File: src/remote_gate_pkg.sv
// Package for the remote-input command gate: input map, field layout, types
package remote_gate_pkg;

  // ----------------------------------------
  // Default input assignment
  // ----------------------------------------
  localparam int unsigned NUM_INPUTS = 24;
  localparam int unsigned IDX_W = 5;
  localparam logic [IDX_W-1:0] UNASSIGNED = 5'h1f;
  localparam logic [IDX_W-1:0] DEF_START = 5'h00;
  localparam logic [IDX_W-1:0] DEF_SEL1 = 5'h01;
  localparam logic [IDX_W-1:0] DEF_SEL2 = 5'h02;
  localparam logic [IDX_W-1:0] DEF_SEL4 = 5'h03;
  localparam logic [IDX_W-1:0] DEF_STOP = 5'h04;
  localparam logic [IDX_W-1:0] DEF_PAUSE = 5'h05;
  localparam logic [IDX_W-1:0] DEF_CONT = 5'h06;
  localparam logic [IDX_W-1:0] DEF_RESET = 5'h07;
  localparam int unsigned SEL_BITS = 6;
  localparam int unsigned SYNC_STAGES = 2;

  // ----------------------------------------
  // Function slots of the assignment table
  // ----------------------------------------
  localparam int unsigned F_START = 0;
  localparam int unsigned F_SEL1 = 1;
  localparam int unsigned F_SEL2 = 2;
  localparam int unsigned F_SEL4 = 3;
  localparam int unsigned F_SEL8 = 4;
  localparam int unsigned F_SEL16 = 5;
  localparam int unsigned F_SEL32 = 6;
  localparam int unsigned F_STOP = 7;
  localparam int unsigned F_PAUSE = 8;
  localparam int unsigned F_CONT = 9;
  localparam int unsigned F_RESET = 10;
  localparam int unsigned F_LOWPWR = 11;
  localparam int unsigned NUM_FUNCS = 12;

  typedef logic [NUM_FUNCS-1:0][IDX_W-1:0] func_map_t;

  localparam func_map_t DEFAULT_MAP = {UNASSIGNED, DEF_RESET, DEF_CONT, DEF_PAUSE, DEF_STOP,
                                       UNASSIGNED, UNASSIGNED, UNASSIGNED, DEF_SEL4, DEF_SEL2,
                                       DEF_SEL1, DEF_START};

  // Controller status as seen by the gate
  typedef struct packed {
    logic ready;
    logic running;
    logic paused;
    logic error;
    logic emergency_stop_active;
    logic guard_open_active;
  } ctrl_status_t;

  // One-cycle command pulses out of the gate
  typedef struct packed {
    logic start;
    logic stop;
    logic pause;
    logic cont;
    logic reset;
  } cmd_pulse_t;

endpackage : remote_gate_pkg

File: src/input_sync_edge.sv
// Synchroniser and rising-edge detector for a vector of remote inputs
`timescale 1ns/10ps
`default_nettype none
module input_sync_edge #(
  parameter int unsigned WIDTH = 24
) (
  input wire logic ref_clk,
  input wire logic nrst,
  input wire logic [WIDTH-1:0] raw_in,
  output logic [WIDTH-1:0] level_out,
  output logic [WIDTH-1:0] rise_out
);

  logic [WIDTH-1:0] meta_ff;
  logic [WIDTH-1:0] sync_ff;
  logic [WIDTH-1:0] prev_ff;

  // ----------------------------------------
  // Per-bit two-stage sync plus history
  // ----------------------------------------
  genvar gi;
  generate
    for (gi = 0; gi < WIDTH; gi++) begin : g_bit
      // First stage feeds only the second
      always_ff @(posedge ref_clk or negedge nrst) begin
        if (!nrst) begin
          meta_ff[gi] <= 1'b0;
          sync_ff[gi] <= 1'b0;
          prev_ff[gi] <= 1'b0;
        end else begin
          meta_ff[gi] <= raw_in[gi];
          sync_ff[gi] <= meta_ff[gi];
          prev_ff[gi] <= sync_ff[gi];
        end
      end
    end
  endgenerate

  // Off-to-on seen on synchronised level
  assign level_out = sync_ff;
  assign rise_out = sync_ff & ~prev_ff;

endmodule : input_sync_edge
`default_nettype wire

File: src/remote_input_command_gate.sv
// Remote-input command gate: decodes remote inputs into accepted command pulses
// Overview of operation
// - Auto mode on when remote enabled
// - Commands fire on accepted rising edge; select bits and low power follow level
// - Error blocks all commands but reset
// - Default map start, select, stop..reset
// - Start needs ready, no faults, inputs
// - Six weighted select bits pick program
// - Stop accepted whenever no error is present
// - Pause only while running
// - Continue when paused, pause/stop off
// - Reset only while ready, clears faults
// - Forced low power accepted any time
// - Auto mode gates the commands; select bits follow inputs anyway
`timescale 1ns/10ps
`default_nettype none
module remote_input_command_gate
#(
  parameter int unsigned N_IN = remote_gate_pkg::NUM_INPUTS
) (
  input wire logic ref_clk,
  input wire logic nrst,
  input wire logic [N_IN-1:0] remote_in,
  input wire logic remote_assigned,
  input wire logic control_is_remote,
  input wire logic map_load,
  input wire remote_gate_pkg::func_map_t map_in,
  input wire remote_gate_pkg::ctrl_status_t status_in,
  output logic auto_mode_active,
  output remote_gate_pkg::cmd_pulse_t cmd_out,
  output logic [remote_gate_pkg::SEL_BITS-1:0] start_program,
  output logic [remote_gate_pkg::SEL_BITS-1:0] program_select_bits,
  output logic forced_low_power,
  output logic high_power_blocked,
  output logic clear_faults
);
  import remote_gate_pkg::*;

  // ----------------------------------------
  // Input conditioning
  // ----------------------------------------
  logic [N_IN-1:0] lvl;
  logic [N_IN-1:0] rise;

  input_sync_edge #(.WIDTH(N_IN)) u_sync (
    .ref_clk(ref_clk),
    .nrst(nrst),
    .raw_in(remote_in),
    .level_out(lvl),
    .rise_out(rise)
  );

  // ----------------------------------------
  // Function assignment table
  // ----------------------------------------
  func_map_t map_ff;

  always_ff @(posedge ref_clk or negedge nrst) begin
    if (!nrst) begin
      map_ff <= DEFAULT_MAP;
    end else if (map_load) begin
      map_ff <= map_in;
    end
  end

  // Level and edge per function; unassigned slot reads off
  logic [NUM_FUNCS-1:0] f_lvl;
  logic [NUM_FUNCS-1:0] f_rise;
  genvar gf;
  generate
    for (gf = 0; gf < NUM_FUNCS; gf++) begin : g_func
      wire in_range = (32'(map_ff[gf]) < N_IN);
      assign f_lvl[gf] = in_range ? lvl[map_ff[gf]] : 1'b0;
      assign f_rise[gf] = in_range ? rise[map_ff[gf]] : 1'b0;
    end
  endgenerate

  // ----------------------------------------
  // Acceptance conditions
  // ----------------------------------------
  // remote enabled drives auto mode
  wire auto_ok = remote_assigned & control_is_remote;
  wire no_err = ~status_in.error;
  wire start_ok = status_in.ready & no_err & ~status_in.emergency_stop_active &
                  ~status_in.guard_open_active & ~f_lvl[F_PAUSE] & ~f_lvl[F_STOP];
  wire pause_ok = status_in.running & no_err;
  wire cont_ok = status_in.paused & ~f_lvl[F_PAUSE] & ~f_lvl[F_STOP] & no_err;
  wire reset_ok = status_in.ready;
  wire stop_ok = no_err;

  // edge, condition and auto mode together
  wire acc_start = auto_ok & f_rise[F_START] & start_ok;
  wire acc_stop = auto_ok & f_rise[F_STOP] & stop_ok;
  wire acc_pause = auto_ok & f_rise[F_PAUSE] & pause_ok;
  wire acc_cont = auto_ok & f_rise[F_CONT] & cont_ok;
  wire acc_reset = auto_ok & f_rise[F_RESET] & reset_ok;

  wire [SEL_BITS-1:0] sel_now = {f_lvl[F_SEL32], f_lvl[F_SEL16], f_lvl[F_SEL8],
                                 f_lvl[F_SEL4], f_lvl[F_SEL2], f_lvl[F_SEL1]};

  // ----------------------------------------
  // Output registers
  // ----------------------------------------
  cmd_pulse_t cmd_ff;
  logic [SEL_BITS-1:0] prog_ff;
  logic [SEL_BITS-1:0] sel_ff;
  logic auto_ff;
  logic lowpwr_ff;

  // Registered so pulses are glitch free; one cycle latency
  always_ff @(posedge ref_clk or negedge nrst) begin
    if (!nrst) begin
      cmd_ff <= '0;
      prog_ff <= '0;
      sel_ff <= '0;
      auto_ff <= 1'b0;
      lowpwr_ff <= 1'b0;
    end else begin
      cmd_ff <= '{start: acc_start, stop: acc_stop, pause: acc_pause, cont: acc_cont, reset: acc_reset};
      sel_ff <= sel_now;
      auto_ff <= auto_ok;
      lowpwr_ff <= f_lvl[F_LOWPWR];
      if (acc_start) begin
        prog_ff <= sel_now;
      end
    end
  end

  assign cmd_out = cmd_ff;
  assign start_program = prog_ff;
  assign program_select_bits = sel_ff;
  assign auto_mode_active = auto_ff;
  assign forced_low_power = lowpwr_ff;
  assign high_power_blocked = lowpwr_ff;
  assign clear_faults = cmd_ff.reset;

  // ----------------------------------------
  // Assertions
  // ----------------------------------------
  property p_auto_follow;
    @(posedge ref_clk) disable iff (!nrst) 1'b1 ##1 (auto_mode_active == $past(auto_ok));
  endproperty
  a_auto_follow: assert property (p_auto_follow) else $error("auto mode not following enable");

  property p_no_cmd_without_auto;
    @(posedge ref_clk) disable iff (!nrst) !auto_ok |=> (cmd_out == '0);
  endproperty
  a_no_cmd_without_auto: assert property (p_no_cmd_without_auto) else $error("command without auto mode");

  property p_err_blocks;
    @(posedge ref_clk) disable iff (!nrst)
      status_in.error |=> !(cmd_out.start | cmd_out.stop | cmd_out.pause | cmd_out.cont);
  endproperty
  a_err_blocks: assert property (p_err_blocks) else $error("command passed during error");

  property p_start_cond;
    @(posedge ref_clk) disable iff (!nrst)
      (f_rise[F_START] && auto_ok && start_ok) |=> cmd_out.start && (start_program == $past(sel_now));
  endproperty
  a_start_cond: assert property (p_start_cond) else $error("accepted start not issued");

  property p_start_block;
    @(posedge ref_clk) disable iff (!nrst) (!status_in.ready || f_lvl[F_STOP]) |=> !cmd_out.start;
  endproperty
  a_start_block: assert property (p_start_block) else $error("start issued when refused");

  property p_pause_run;
    @(posedge ref_clk) disable iff (!nrst) !status_in.running |=> !cmd_out.pause;
  endproperty
  a_pause_run: assert property (p_pause_run) else $error("pause without running");

  property p_cont_cond;
    @(posedge ref_clk) disable iff (!nrst) (!status_in.paused || f_lvl[F_PAUSE]) |=> !cmd_out.cont;
  endproperty
  a_cont_cond: assert property (p_cont_cond) else $error("continue issued when refused");

  property p_reset_ready;
    @(posedge ref_clk) disable iff (!nrst) cmd_out.reset |-> $past(status_in.ready) && clear_faults;
  endproperty
  a_reset_ready: assert property (p_reset_ready) else $error("reset without ready");

  property p_stop_pulse;
    @(posedge ref_clk) disable iff (!nrst) cmd_out.stop |=> !cmd_out.stop;
  endproperty
  a_stop_pulse: assert property (p_stop_pulse) else $error("stop pulse longer than one cycle");

  property p_lowpwr;
    @(posedge ref_clk) disable iff (!nrst) 1'b1 ##1 (forced_low_power == $past(f_lvl[F_LOWPWR]));
  endproperty
  a_lowpwr: assert property (p_lowpwr) else $error("low power not following input");

  property p_stop_accept;
    @(posedge ref_clk) disable iff (!nrst) (auto_ok && f_rise[F_STOP] && !status_in.error) |=> cmd_out.stop;
  endproperty
  a_stop_accept: assert property (p_stop_accept) else $error("accepted stop not issued");

  property p_start_faults;
    @(posedge ref_clk) disable iff (!nrst)
      (status_in.emergency_stop_active || status_in.guard_open_active || f_lvl[F_PAUSE]) |=> !cmd_out.start;
  endproperty
  a_start_faults: assert property (p_start_faults) else $error("start issued with fault or pause");

  property p_cont_stop;
    @(posedge ref_clk) disable iff (!nrst) f_lvl[F_STOP] |=> !cmd_out.cont;
  endproperty
  a_cont_stop: assert property (p_cont_stop) else $error("continue issued with stop held");

  property p_sel_follow;
    @(posedge ref_clk) disable iff (!nrst) 1'b1 ##1 (program_select_bits == $past(sel_now));
  endproperty
  a_sel_follow: assert property (p_sel_follow) else $error("select bits not following inputs");

  c_start: cover property (@(posedge ref_clk) disable iff (!nrst) cmd_out.start);
  c_pause_cont: cover property (@(posedge ref_clk) disable iff (!nrst) cmd_out.pause ##[1:50] cmd_out.cont);
  c_reset_err: cover property (@(posedge ref_clk) disable iff (!nrst) status_in.error && acc_reset);
  c_lowpwr_noauto: cover property (@(posedge ref_clk) disable iff (!nrst) forced_low_power && !auto_mode_active);
  c_stop: cover property (@(posedge ref_clk) disable iff (!nrst) cmd_out.stop);

endmodule : remote_input_command_gate
`default_nettype wire

File: config.mk
export PLATFORM = sky130hd
export DESIGN_NAME = remote_input_command_gate
export DESIGN_NICKNAME = d
export VERILOG_FILES = /design/src/remote_gate_pkg.sv /design/src/input_sync_edge.sv /design/src/remote_input_command_gate.sv
export SDC_FILE = /design/constraint.sdc
export NUM_CORES = 1
export LEC_CHECK = 0
export BUFFER_PORTS_ARGS = -buffer_cell sky130_fd_sc_hd__buf_2
export CAP_MARGIN = 20
export CORE_MARGIN = 8
export CORE_UTILIZATION = 55
export CTS_CLUSTER_SIZE = 24
export DETAILED_ROUTE_END_ITERATION = 10
export PLACE_DENSITY = 0.8
export SLEW_MARGIN = 20
export SYNTH_ARGS = -nofsm -noshare
export SYNTH_HDL_FRONTEND = slang
export SYNTH_SLANG_ARGS = --single-unit
File: constraint.sdc
create_clock -name ref_clk -period 7.55 [get_ports ref_clk]
set_clock_uncertainty 0.05 [all_clocks]
set_input_delay 0.3775 -clock ref_clk [delete_from_list [all_inputs] [get_ports ref_clk]]
set_output_delay 0.3775 -clock ref_clk [all_outputs]
set_load 0.02 [all_outputs]
==> results.toml <==
[finish]
final_common_cell = "dfrtp_1"
drive_above_1_share_pct = 53.7
fillers = 1001
syn2layout_area_growth_pct = 18.4
finalNetCount = 704
num_antenna_cells = 0
final_cell_mix = "dfrtp_1 (119), buf_2 (114), mux4_2 (81)"

[flow_run]
maxCapViolations = 0

[clocking]
holdBufCountCts = 19
cts.sinks = 151
clockBufferDepth = 2
cts-root-buf = "clkbuf_16"
clk_pin_slew_worst_paths_ps = 60
clk-insertion-delay-late_ps = 430
ctsResizeCount = 0
cts_setup_buffers = 0
numCtsBuffers = 17
cts_tree = "built"
htree_levels = 4

[timing]
max_clock_freq_mhz = 321
hold_viol = 0
finalMaxSlewViolations = 0
setup_tns_ps = 0
post-route-period-util_pct = 41.3
period_needed_ps = 3110
finalWorstSetupSlack_ps = 4440
holdWs_ps = 13.3
worstMarginPinSlew_ps = 839
setup_viol = 0
rsz0062_at_grt = "false"
max_slew_margin_pct = 44.0

[pwr]
power_density_nw_per_um2 = 237
p_leak_nw = 3.86
ir_drop_uv = 157

[global_route]
grt_start_max_net_pins = 87
grt_use_total_pct = 22.2
grt_pass1_wl_um = 30400
grt_pass1_vias = 5390
overflow = 0
antenna_found_initial = 1

[worst_hold_path]
hold_path_class = "input port to register"
holdCritStartpoint = "remote_in[15]"
min_to = "u_sync.meta_ff[15]$_DFF_PN0_"
whs_path_depth = 1

[setup_path]
path_class = "register to register"
r2r_cells = 5
r2r_start = "map_ff[35]$_DFFE_PN0P_"
crit_path_end_kind = "register"
worstPathArrival_ps = 3370
critPathLaunchType = "register"
crit_required_ps = 7800
crit_start = "map_ff[35]$_DFFE_PN0P_"
ff2ff_setup_slack_ps = 4440
cp_max_fo = 17
r2r_end = "start_program[3]$_DFFE_PN0P_"

[route]
routed_wl_um = 19200
drtAntennaViolNets = 0
drt_iter0_drc = 510
route.detailed.drc = 0
wl_per_cell_um = 23.9
drt-vias-per-instance = 6.26
num_vias = 5024
dr.pass1.iters = 5

[synth]
syn_avg_cell_area_sq_um = 15.5
async_flop_share_pct = 100
synth_ff_type = "dfrtp_1"
yosysSeqAreaShare_pct = 49.6
syn_inst = 497
ys_types = 40
synth-edff-count = 0
syn_nets = 592
ys_warn_count = 0
postSynthRegisterBits = 151
synth_area_sq_um = 7700

[die]
start_util_pct = 55.9
boundaryPins = 116
coreArea_sq_um = 13800
rows = 43
die_area_sq_um = 18000
die_h_um = 134
die_w_um = 134

[status]
outcome = "completed"

[place]
gp_congestion = 0.902
dpl_worst_slack_ps = 4470
dp_hpwl_um = 12900
port_buffers = 115
[per-stage QoR]
step | util, % | cells | instance area, sq um | power (W)
2_1_floorplan | - | 497 | 7700 | 0.00122
3_3_place_gp | 60.3 | 747 | 8310 | 0.00133
3_5_place_dp | 60.3 | 747 | 8310 | 0.00134
4_1_cts | 65.9 | 798 | 9070 | 0.00217
5_1_grt | 66.2 | 802 | 9110 | 0.00225
6_report | 66.2 | 802 | 9110 | 0.00216
[flip-flops by register name, indices dropped and copies added (netlist names)]
register and cells:
auto_mode_active 1, clear_faults 1, cmd_out 4, forced_low_power 1
map_ff 60, program_select_bits 6, start_program 6, u_sync.level_out 24
u_sync.meta_ff 24, u_sync.prev_ff 24
[report_power, final]
part / switching [W] / internal [W]
Clock: 0.000357 / 0.000462
Sequential: 0.000107 / 0.000888
Combinational: 0.000130 / 0.000214
[worst max-delay path by stage]
stage / endpoint / slack (ps) / cells past startpoint
after floorplan: start_program[0]$_DFFE_PN0P_ / 4870 / 9
after global placement: start_program[5]$_DFFE_PN0P_ / 4520 / 6
after detailed placement: start_program[3]$_DFFE_PN0P_ / 4470 / 6
after CTS: start_program[3]$_DFFE_PN0P_ / 4450 / 6
after global routing: start_program[3]$_DFFE_PN0P_ / 4330 / 6
final: start_program[3]$_DFFE_PN0P_ / 4440 / 5
[metal layers]
metal  wire length [um]  global-route usage [%]  up-vias  share of wire (%)
met4                505                    9.30        2                2.6
met2               9200                    33.1      272                 48
met1               7660                    29.5     2580                 40
li1                   -                       -     2121                  -
met3               1780                    6.96       49                9.3
met5                 13                       0        -              0.068
[area by class of cell]
class | count | area [sq um] | share of cell area [%]
well taps | 180 | 225 | 2.47
repair buffers | 140 | 831 | 9.11
clock buffers | 18 | 429 | 4.71
inverters | 9 | 33.8 | 0.371
multi-input cells | 290 | 3640 | 39.9
flip-flops and latches | 151 | 3820 | 41.9
clock inverters | 14 | 141 | 1.55
[kinds of logic after synthesis]
logic type / synth area share, %
compound gates: 2.89
buf+inv: 3.14
flops: 49.6
mux: 38.9
simple gates: 5.45
[Yosys cell counts, types with 2 or more instances]
master | count | area, sq um
dfrtp_1 | 119 | 2980
buf_2 | 4 | 20.0
o21ai_0 | 8 | 40.0
nand2b_1 | 24 | 150
a31oi_1 | 4 | 25.0
nor2_1 | 14 | 52.6
mux2_4 | 6 | 90.1
mux4_2 | 81 | 1820
a311oi_1 | 2 | 17.5
buf_6 | 2 | 22.5
and2_1 | 2 | 12.5
inv_1 | 9 | 33.8
mux2i_1 | 22 | 220
mux4_1 | 4 | 105
nand3_1 | 7 | 35.0
nand2_1 | 13 | 48.8
a2111oi_0 | 2 | 17.5
o22ai_1 | 2 | 12.5
dfstp_2 | 32 | 841
buf_1 | 10 | 37.5
nand3b_1 | 3 | 22.5
a21oi_1 | 5 | 25.0
clkbuf_1 | 28 | 105
a211o_1 | 2 | 17.5
buf_4 | 3 | 22.5
nor2b_1 | 8 | 50.1
mux2_2 | 67 | 754
or3_1 | 2 | 12.5
[critical path, cell delays in order (launching register included)]
cell and delay (ps):
dfrtp_1 820, mux4_2 590, a2111oi_0 410, a21oi_1 120
a2111o_1 610, mux2_4 390
(Power assumes the default switching activity.)
